### src/shared/temp_cal_pkg.sv
`default_nettype none
package temp_cal_pkg;
  // Register indices on the plain register port
  localparam logic [3:0]  REG_CTRL       = 4'h0;
  localparam logic [3:0]  REG_OFFSET     = 4'h1;
  localparam logic [3:0]  REG_DELTA      = 4'h2;
  localparam logic [3:0]  REG_CYCLE      = 4'h3;
  localparam logic [3:0]  REG_STATUS     = 4'h4;
  localparam logic [3:0]  REG_TEMP       = 4'h5;
  // Control field positions
  localparam int          CTRL_EN_BIT    = 0;
  localparam int          CTRL_TEL_BIT   = 1;
  localparam int          CTRL_INV_BIT   = 2;
  localparam int          CTRL_W         = 3;
  // Status field positions
  localparam int          STAT_RUN_BIT   = 0;
  localparam int          STAT_SMP_BIT   = 1;
  localparam int          STAT_CAL_BIT   = 2;
  // Reset values
  localparam logic [2:0]  CTRL_RST       = 3'h0;
  localparam logic [8:0]  OFFSET_RST     = 9'h000;
  localparam logic [7:0]  DELTA_RST      = 8'h03;
  localparam logic [7:0]  CYCLE_RST      = 8'h0f;
  // Offset limit in 0.1 K steps, value scale is 0.01 K
  localparam int          OFFSET_MAX     = 200;
  localparam int          STEP_HUND      = 10;
  localparam logic [15:0] INVALID_WORD   = 16'h7fff;
  localparam logic [15:0] ZERO_WORD      = 16'h0000;
  // Timing
  localparam longint      CLK_HZ         = 100_000_000;
  localparam longint      MINUTE_S       = 60;
  localparam longint      MINUTE_CYCLES  = MINUTE_S * CLK_HZ;
  localparam int          VAL_W          = 18;
  localparam int          MANT_MAX       = 2047;
  localparam int          EXP_STEPS      = 7;
endpackage
`default_nettype wire

### src/shared/temp_codec_if.sv
`default_nettype none
interface temp_codec_if;
  logic signed [17:0] enc_val;
  logic        [15:0] enc_word;
  logic        [15:0] dec_word;
  logic signed [17:0] dec_val;
  modport main  (output enc_val, output dec_word, input enc_word, input dec_val);
  modport codec (input enc_val, input dec_word, output enc_word, output dec_val);
endinterface
`default_nettype wire

### src/design/temp_float_codec.sv
`default_nettype none
module temp_float_codec (
  temp_codec_if.codec c                          // Encode and decode pair
);
  // Two-byte float: sign, 4-bit exponent, 11-bit mantissa, value 0.01 K * M * 2^E
  function automatic logic [15:0] encode(input logic signed [17:0] v);
    logic signed [17:0] m;
    logic        [3:0]  e;
    m = v;
    e = 4'h0;
    for (int i = 0; i < temp_cal_pkg::EXP_STEPS; i++) begin
      if (m > 18'sd2047 || m < -18'sd2048) begin
        m = m >>> 1;
        e = e + 4'h1;
      end
    end
    return {m[11], e, m[10:0]};
  endfunction

  // Wide exponents are clamped to the internal value range
  function automatic logic signed [17:0] decode(input logic [15:0] w);
    logic signed [11:0] m;
    logic signed [31:0] t;
    m = $signed({w[15], w[10:0]});
    t = 32'(m) <<< w[14:11];
    if (t > 32'sd131071) begin
      return 18'sd131071;
    end else if (t < -32'sd131072) begin
      return -18'sd131072;
    end
    return 18'(t);
  endfunction

  always_comb begin
    c.enc_word = encode(c.enc_val);
    c.dec_val  = decode(c.dec_word);
  end
endmodule
`default_nettype wire

### src/design/room_temperature_calibration.sv
`default_nettype none
module room_temperature_calibration #(
  parameter longint             MINUTE_CYCLES = temp_cal_pkg::MINUTE_CYCLES,
  parameter logic signed [17:0] FACTORY_REF   = 18'sh00000
) (
  input  wire logic        clk_i,           // 100 MHz clock
  input  wire logic        rstn_i,          // Async reset, active low
  input  wire logic [3:0]  addr_i,          // Register index
  input  wire logic [15:0] wdata_i,         // Register write data
  input  wire logic        wr_i,            // Write strobe
  input  wire logic        rd_i,            // Read strobe
  output logic      [15:0] rdata_o,         // Read data, cycle after rd_i
  input  wire logic [15:0] sample_i,        // Raw sensor value, 0.01 K signed
  input  wire logic        sample_valid_i,  // Sample strobe
  input  wire logic [15:0] cal_word_i,      // Calibration object value
  input  wire logic        cal_valid_i,     // Calibration object received
  input  wire logic        nvm_ready_i,     // Stored data readable
  input  wire logic        nvm_cal_i,       // Stored reference is valid
  input  wire logic [17:0] nvm_ref_i,       // Stored reference
  output logic             nvm_wr_o,        // Store reference pulse
  output logic      [17:0] nvm_wdata_o,     // Reference to store
  output logic      [15:0] temp_word_o,     // Temperature output object
  output logic             temp_send_o      // Transmit pulse
);
  localparam int MW = $clog2(MINUTE_CYCLES + 1);

  if (MINUTE_CYCLES < 2) begin : g_bad_minute
    $error("MINUTE_CYCLES must be at least 2");
  end

  typedef enum logic [0:0] {ST_LOAD, ST_RUN} state_t;

  temp_codec_if cdc ();
  temp_float_codec u_codec (
    .c (cdc.codec)
  );

  // Register file
  logic        [2:0]  ctrl_ff,   nxt_ctrl;
  logic signed [8:0]  offset_ff, nxt_offset;
  logic        [7:0]  delta_ff,  nxt_delta;
  logic        [7:0]  cycle_ff,  nxt_cycle;
  logic        [15:0] rdata_ff,  nxt_rdata;
  // Calibration state
  state_t             state_ff,  nxt_state;
  logic signed [17:0] ref_ff,    nxt_ref;
  logic               cal_ff,    nxt_cal;
  logic               nvw_ff,    nxt_nvw;
  logic        [17:0] nvd_ff,    nxt_nvd;
  // Measurement
  logic signed [15:0] raw_ff,    nxt_raw;
  logic               smp_ff,    nxt_smp;
  logic signed [17:0] temp_ff,   nxt_temp;
  // Transmission
  logic signed [17:0] last_ff,   nxt_last;
  logic        [MW-1:0] tick_ff, nxt_tick;
  logic        [7:0]  min_ff,    nxt_min;
  logic        [15:0] word_ff,   nxt_word;
  logic               send_ff,   nxt_send;

  logic               en;
  logic               tel;
  logic signed [17:0] raw_ext;
  logic signed [17:0] off_h;
  logic               cal_take;
  logic        [15:0] out_word;
  logic               out_valid;
  logic signed [18:0] diff;
  logic        [18:0] adiff;
  logic               chg_hit;
  logic               min_tick;
  logic               cyc_hit;
  logic               send_now;
  logic signed [15:0] wsig;

  assign en      = ctrl_ff[temp_cal_pkg::CTRL_EN_BIT];
  assign tel     = ctrl_ff[temp_cal_pkg::CTRL_TEL_BIT];
  assign raw_ext = 18'(raw_ff);
  assign off_h   = 18'(18'(offset_ff) * 18'(temp_cal_pkg::STEP_HUND));
  assign wsig    = $signed(wdata_i);

  // Register port
  always_comb begin
    nxt_ctrl   = ctrl_ff;
    nxt_offset = offset_ff;
    nxt_delta  = delta_ff;
    nxt_cycle  = cycle_ff;
    nxt_rdata  = 16'h0000;
    if (wr_i) begin
      unique case (addr_i)
        temp_cal_pkg::REG_CTRL: begin
          nxt_ctrl = wdata_i[temp_cal_pkg::CTRL_W-1:0];
        end
        temp_cal_pkg::REG_OFFSET: begin
          // Out-of-range offsets saturate rather than wrap
          if (wsig > 16'(temp_cal_pkg::OFFSET_MAX)) begin
            nxt_offset = 9'(temp_cal_pkg::OFFSET_MAX);
          end else if (wsig < -16'(temp_cal_pkg::OFFSET_MAX)) begin
            nxt_offset = -9'(temp_cal_pkg::OFFSET_MAX);
          end else begin
            nxt_offset = 9'(wsig);
          end
        end
        temp_cal_pkg::REG_DELTA: begin
          nxt_delta = wdata_i[7:0];
        end
        temp_cal_pkg::REG_CYCLE: begin
          nxt_cycle = wdata_i[7:0];
        end
        default: begin
        end
      endcase
    end
    if (rd_i) begin
      unique case (addr_i)
        temp_cal_pkg::REG_CTRL:   nxt_rdata = {13'h0000, ctrl_ff};
        temp_cal_pkg::REG_OFFSET: nxt_rdata = {7'h00, offset_ff};
        temp_cal_pkg::REG_DELTA:  nxt_rdata = {8'h00, delta_ff};
        temp_cal_pkg::REG_CYCLE:  nxt_rdata = {8'h00, cycle_ff};
        temp_cal_pkg::REG_STATUS: nxt_rdata = {13'h0000, cal_ff, smp_ff, state_ff == ST_RUN};
        temp_cal_pkg::REG_TEMP:   nxt_rdata = out_word;
        default:                  nxt_rdata = 16'h0000;
      endcase
    end
  end

  always_ff @(posedge clk_i or negedge rstn_i) begin
    if (!rstn_i) begin
      ctrl_ff   <= temp_cal_pkg::CTRL_RST;
      offset_ff <= temp_cal_pkg::OFFSET_RST;
      delta_ff  <= temp_cal_pkg::DELTA_RST;
      cycle_ff  <= temp_cal_pkg::CYCLE_RST;
      rdata_ff  <= 16'h0000;
    end else begin
      ctrl_ff   <= nxt_ctrl;
      offset_ff <= nxt_offset;
      delta_ff  <= nxt_delta;
      cycle_ff  <= nxt_cycle;
      rdata_ff  <= nxt_rdata;
    end
  end
  assign rdata_o = rdata_ff;

  // Calibration: stored reference is loaded once storage is readable after reset
  assign cdc.dec_word = cal_word_i;
  assign cal_take = cal_valid_i && tel && smp_ff && (state_ff == ST_RUN);

  always_comb begin
    nxt_state = state_ff;
    nxt_ref   = ref_ff;
    nxt_cal   = cal_ff;
    nxt_nvw   = 1'b0;
    nxt_nvd   = nvd_ff;
    unique case (state_ff)
      ST_LOAD: begin
        if (nvm_ready_i) begin
          nxt_state = ST_RUN;
          nxt_ref   = $signed(nvm_ref_i);
          nxt_cal   = nvm_cal_i;
        end
      end
      ST_RUN: begin
        if (cal_take) begin
          nxt_ref = 18'(cdc.dec_val - raw_ext);
          nxt_cal = 1'b1;
          nxt_nvw = 1'b1;
          nxt_nvd = 18'(cdc.dec_val - raw_ext);
        end
      end
    endcase
  end

  always_ff @(posedge clk_i or negedge rstn_i) begin
    if (!rstn_i) begin
      state_ff <= ST_LOAD;
      ref_ff   <= 18'sh00000;
      cal_ff   <= 1'b0;
      nvw_ff   <= 1'b0;
      nvd_ff   <= 18'h00000;
    end else begin
      state_ff <= nxt_state;
      ref_ff   <= nxt_ref;
      cal_ff   <= nxt_cal;
      nvw_ff   <= nxt_nvw;
      nvd_ff   <= nxt_nvd;
    end
  end
  assign nvm_wr_o    = nvw_ff;
  assign nvm_wdata_o = nvd_ff;

  // Measurement and correction
  always_comb begin
    nxt_raw = raw_ff;
    nxt_smp = smp_ff;
    if (sample_valid_i && en) begin
      nxt_raw = $signed(sample_i);
      nxt_smp = 1'b1;
    end
    if (tel) begin
      nxt_temp = 18'(raw_ext + ref_ff);
    end else begin
      nxt_temp = 18'(raw_ext + FACTORY_REF + off_h);
    end
  end

  always_ff @(posedge clk_i or negedge rstn_i) begin
    if (!rstn_i) begin
      raw_ff  <= 16'sh0000;
      smp_ff  <= 1'b0;
      temp_ff <= 18'sh00000;
    end else begin
      raw_ff  <= nxt_raw;
      smp_ff  <= nxt_smp;
      temp_ff <= nxt_temp;
    end
  end

  // Output word; uncalibrated telegram mode never exposes a measurement
  assign cdc.enc_val = temp_ff;
  assign out_valid   = !tel || cal_ff;
  always_comb begin
    if (out_valid) begin
      out_word = cdc.enc_word;
    end else if (ctrl_ff[temp_cal_pkg::CTRL_INV_BIT]) begin
      out_word = temp_cal_pkg::INVALID_WORD;
    end else begin
      out_word = temp_cal_pkg::ZERO_WORD;
    end
  end

  // Triggers
  assign diff     = 19'(temp_ff) - 19'(last_ff);
  assign adiff    = diff[18] ? 19'(-diff) : 19'(diff);
  assign chg_hit  = (delta_ff != 8'h00) && out_valid &&
                    (adiff >= 19'(delta_ff) * 19'(temp_cal_pkg::STEP_HUND));
  assign min_tick = (tick_ff == MW'(MINUTE_CYCLES - 1));
  assign cyc_hit  = min_tick && (cycle_ff != 8'h00) &&
                    (min_ff >= cycle_ff - 8'h01);
  assign send_now = en && smp_ff && (state_ff == ST_RUN) && (chg_hit || cyc_hit);

  always_comb begin
    nxt_tick = min_tick ? '0 : MW'(tick_ff + 1'b1);
    nxt_min  = min_ff;
    if (cycle_ff == 8'h00) begin
      nxt_min = 8'h00;
    end else if (cyc_hit) begin
      nxt_min = 8'h00;
    end else if (min_tick) begin
      nxt_min = 8'(min_ff + 8'h01);
    end
    nxt_last = last_ff;
    nxt_word = word_ff;
    nxt_send = send_now;
    if (send_now) begin
      nxt_last = temp_ff;
      nxt_word = out_word;
    end
  end

  always_ff @(posedge clk_i or negedge rstn_i) begin
    if (!rstn_i) begin
      tick_ff <= '0;
      min_ff  <= 8'h00;
      last_ff <= 18'sh00000;
      word_ff <= 16'h0000;
      send_ff <= 1'b0;
    end else begin
      tick_ff <= nxt_tick;
      min_ff  <= nxt_min;
      last_ff <= nxt_last;
      word_ff <= nxt_word;
      send_ff <= nxt_send;
    end
  end
  assign temp_word_o = word_ff;
  assign temp_send_o = send_ff;
endmodule
`default_nettype wire

### config.mk
export PLATFORM = sky130hd
export DESIGN_NAME = room_temperature_calibration
export DESIGN_NICKNAME = d
export VERILOG_FILES = /design/src/shared/temp_cal_pkg.sv /design/src/shared/temp_codec_if.sv /design/src/design/temp_float_codec.sv /design/src/design/room_temperature_calibration.sv
export SDC_FILE = /design/constraint.sdc
export NUM_CORES = 1
export LEC_CHECK = 0
export BUFFER_PORTS_ARGS = -buffer_cell sky130_fd_sc_hd__buf_4
export CORE_UTILIZATION = 62
export CTS_CLUSTER_SIZE = 30
export DETAILED_ROUTE_END_ITERATION = 8
export GPL_ROUTABILITY_DRIVEN = 1
export GPL_TIMING_DRIVEN = 1
export PLACE_DENSITY = 0.91
export SLEW_MARGIN = 20
export SYNTH_ARGS = -nofsm -noshare
export SYNTH_HDL_FRONTEND = slang
export SYNTH_SLANG_ARGS = --single-unit
### constraint.sdc
create_clock -name clk_i -period 5.1 [get_ports clk_i]
set_input_delay 0.51 -clock clk_i [delete_from_list [all_inputs] [get_ports clk_i]]
set_output_delay 0.51 -clock clk_i [all_outputs]
set_load 0.02 [all_outputs]
==> out/qor.txt <==
Max Clk Rate: 209 MHz
CTS tree: done
vias: 13883
clk_lat worst skew: 0.45 ns
setup tns final: 0 ns
sw frac: 49.6%
Worst slew margin: 24.0%
Setup Viol. Count Final: 0
Core Region: 23800 um^2
Hold WC Path Type: input port to async pin
clock sinks: 194
Hold Buf Count CTS: 0
Syn Nets: 1915
area of the multi-input gates: 9600 um^2
H-tree Lvls: 4
final worst path period need: 4.79 ns
vias in the first global route: 13614
fillers: 1702
Post-synth EDFFs: 0
Worst Tran Pin Value: 1.14 ns
share of cells above drive strength 1: 17.6%
total track usage: 34.2%
Via density: 6.43
max-cap violations: 0
Seq pwr share: 19.6%
Pre-antenna DRT Iters: 6
Max VDD drop: 0.431 mV
register area: 4860 um^2
initial antenna violation count: 0
Crit Path Max Fanout: 7
flops & latches, synth: 194
Critical Path RT: 5.43 ns
synth unique cells: 84
post-route insts no fill: 2160
Comb pwr share: 69.5%
1st-iter DRT viols: 1438
top_reg_cell synth: dfrtp_1
Seq/Total Area, Yosys: 32.0%
Die W: 159 um
fin crit share: 94.0%
clock buffer depth: 2
pwr dens: 727 nW/um^2
Detail Route Antenna Nets: 0
Die Ht: 159 um
skew final: 0.0143 ns
Yosys warning count: 0
Fin. Hold Viols: 0
Ports: 130
fraction of registers with async set or reset after synthesis: 100%
setup ws final: 0.308 ns
DP Wirelength: 31.0 mm
static leakage: 8.04 nW
internal power: 6.30 mW
grt total ovfl: 0
Area Growth Syn to Fin: 13.2%
clock power share: 10.8%
Setup CP Type: flip-flop to flip-flop
Cells after DPL: 2123
final slew viol count: 0
Worst EP arrival: 5.12 ns
Clock Pin Slew Worst Setup and Hold Paths: 0.08 ns
global-route wire length before repair: 67.1 mm
WL/cell: 19.4 um
I/O Buffers: 129
Cells after Synth: 1709
DR DRC count: 0
Netlist Area Pre-Place: 15200 um^2
Synth Area per Inst: 8.89 um^2
initial core utilization: 63.9%
startpoint types: flip-flop
Die ar.: 25100 um^2
ANT cells: 0
final net count: 2034
Num CTS Buffers: 17
clock root cell: clkbuf_16
FP Rows: 56
RD Place Congestion: 0.996
largest net degree at the start of global routing: 124
outcome: completed
drt total wl: 41.9 mm
Worst Setup End Kind: flip-flop
switching power: 6.19 mW
DP Worst Slack: 0.0282 ns
[layer usage]
metal | share of wire [%] | track usage, %
met5 | 0 | 0
met4 | 4.8 | 19.0
met3 | 7.8 | 4.76
met2 | 48 | 57.4
met1 | 39 | 42.4
[cells in the mapped netlist, types with 9 or more instances]
| master | instances | area [um^2] |
|---|---|---|
| a21o_1 | 30 | 225 |
| nor2b_1 | 19 | 119 |
| nor2_1 | 118 | 443 |
| nor3_1 | 37 | 185 |
| nor4_1 | 10 | 62.6 |
| ha_1 | 122 | 1530 |
| dfrtp_1 | 188 | 4700 |
| a22oi_1 | 9 | 67.6 |
| o32ai_2 | 30 | 488 |
| or2_2 | 9 | 56.3 |
| and2_1 | 10 | 62.6 |
| o31ai_1 | 14 | 105 |
| o22ai_1 | 11 | 68.8 |
| o21bai_1 | 13 | 97.6 |
| or3_1 | 15 | 93.8 |
| nand4_1 | 15 | 93.8 |
| clkbuf_1 | 50 | 188 |
| nand2_1 | 188 | 706 |
| nand3_1 | 48 | 240 |
| o221ai_1 | 9 | 78.8 |
| mux2_2 | 52 | 586 |
| a211oi_1 | 13 | 97.6 |
| nand2b_1 | 22 | 138 |
| xor2_1 | 47 | 412 |
| mux2i_1 | 39 | 390 |
| xnor2_1 | 72 | 631 |
| o211ai_1 | 10 | 75.1 |
| a31oi_1 | 18 | 113 |
| a21oi_1 | 94 | 470 |
| and3_1 | 21 | 131 |
| inv_1 | 116 | 435 |
| o21a_1 | 18 | 135 |
| o21ai_0 | 109 | 546 |
[timing repair]
| action | 4_1_cts | 5_1_grt |
|---|---|---|
| resized for setup | 0 | 8 |
| setup endpoints to repair | 0 | 35 |
| buffers inserted | 0 | 3 |
[power groups by stage]
stage	Clock [mW]	Sequential [mW]	Combinational, mW
after floorplan	0	2.45	6.13
after global placement	0	2.43	8.00
after detailed placement	0	2.45	8.26
after CTS	1.36	2.43	8.38
after global routing	1.43	2.49	9.46
final	1.35	2.45	8.68
[kinds of logic (layout without fill, tap and decap cells)]
family	count (synthesis)	count (layout)	share of synthesized area [%]
buffers and inverters	185	316	5.20
XOR/XNOR	120	120	6.97
flip-flops	194	194	32.0
multiplexers	94	94	6.87
AND/OR/NAND/NOR	539	539	16.9
AO/OA/AOI/OAI	449	450	21.2
adder cells (fa/ha/maj)	128	128	10.8
[flip-flops by register name, summed over array words and instances (netlist names), 3 cells and up]
register / flops
delta_ff: 8
offset_ff: 9
cdc.enc_val: 18
ref_ff: 18
raw_ff: 16
min_ff: 8
tick_ff: 33
ctrl_ff: 3
nvm_wdata_o: 18
rdata_o: 16
cycle_ff: 8
temp_word_o: 16
last_ff: 18
[worst paths after layout]
path,from,end,slack (ns),cells after the start
setup reg to reg,cdc.enc_val[0],last_ff[6],0.31,24
hold / removal,rstn_i,temp_word_o[10],0.05,1
max in group asynchronous,rstn_i,delta_ff[6],3.94,2
min in group clk_i,sample_i[12],raw_ff[12],0.29,2
setup / recovery,cdc.enc_val[0],last_ff[6],0.31,24
hold reg to reg,tick_ff[0],tick_ff[0],0.49,1
[through the flow]
stage | power (mW) | hold slack, ns | utilization [%] | instance area (um^2)
2_1_floorplan | 8.58 | 0.214 | - | 15200
3_3_place_gp | 10.4 | 0.461 | 69.6 | 16500
3_5_place_dp | 10.7 | 0.464 | 69.6 | 16500
4_1_cts | 12.2 | 0.0702 | 72.1 | 17100
5_1_grt | 13.4 | 0.0966 | 72.4 | 17200
6_report | 12.5 | 0.0459 | 72.4 | 17200
[layout by cell type, fill, tap and decap left out, drive strengths merged, types with 21 or more instances in the layout]
cell    instances
buf           166
o32ai          30
xor2           47
ha            122
nand2b         23
inv           124
mux2           52
dfrtp         188
nand2         188
mux2i          39
xnor2          73
and3           21
a21o           30
nand3          48
nor3           37
o21ai         111
a21oi          95
nor2          118
[layout make-up]
type	instances	share of cell area (%)
multi-input combinational	1331	55.9
timing repair buffer	167	7.55
clock buffer	18	2.50
clock inverter	14	0.939
inverter	117	2.55
sequential	194	28.3
tap	319	2.32
[worst max-delay path, cell delays in order, from the launching register on]
cell,delay (ns)
dfrtp_1,0.40
inv_1,0.06
ha_1,0.15
inv_1,0.06
fa_1,0.43
a211oi_2,0.25
o21bai_1,0.20
a211oi_2,0.26
o211ai_1,0.13
and2_2,0.28
nor2_1,0.14
xnor2_1,0.14
ha_1,0.26
nor2b_1,0.13
o21ai_0,0.16
nand2b_1,0.08
a21oi_1,0.15
o211ai_1,0.12
a21oi_1,0.15
o21a_1,0.12
o211ai_1,0.19
nor4bb_4,0.31
buf_4,0.19
buf_2,0.22
o32ai_2,0.10
(Power assumes the default switching activity.)
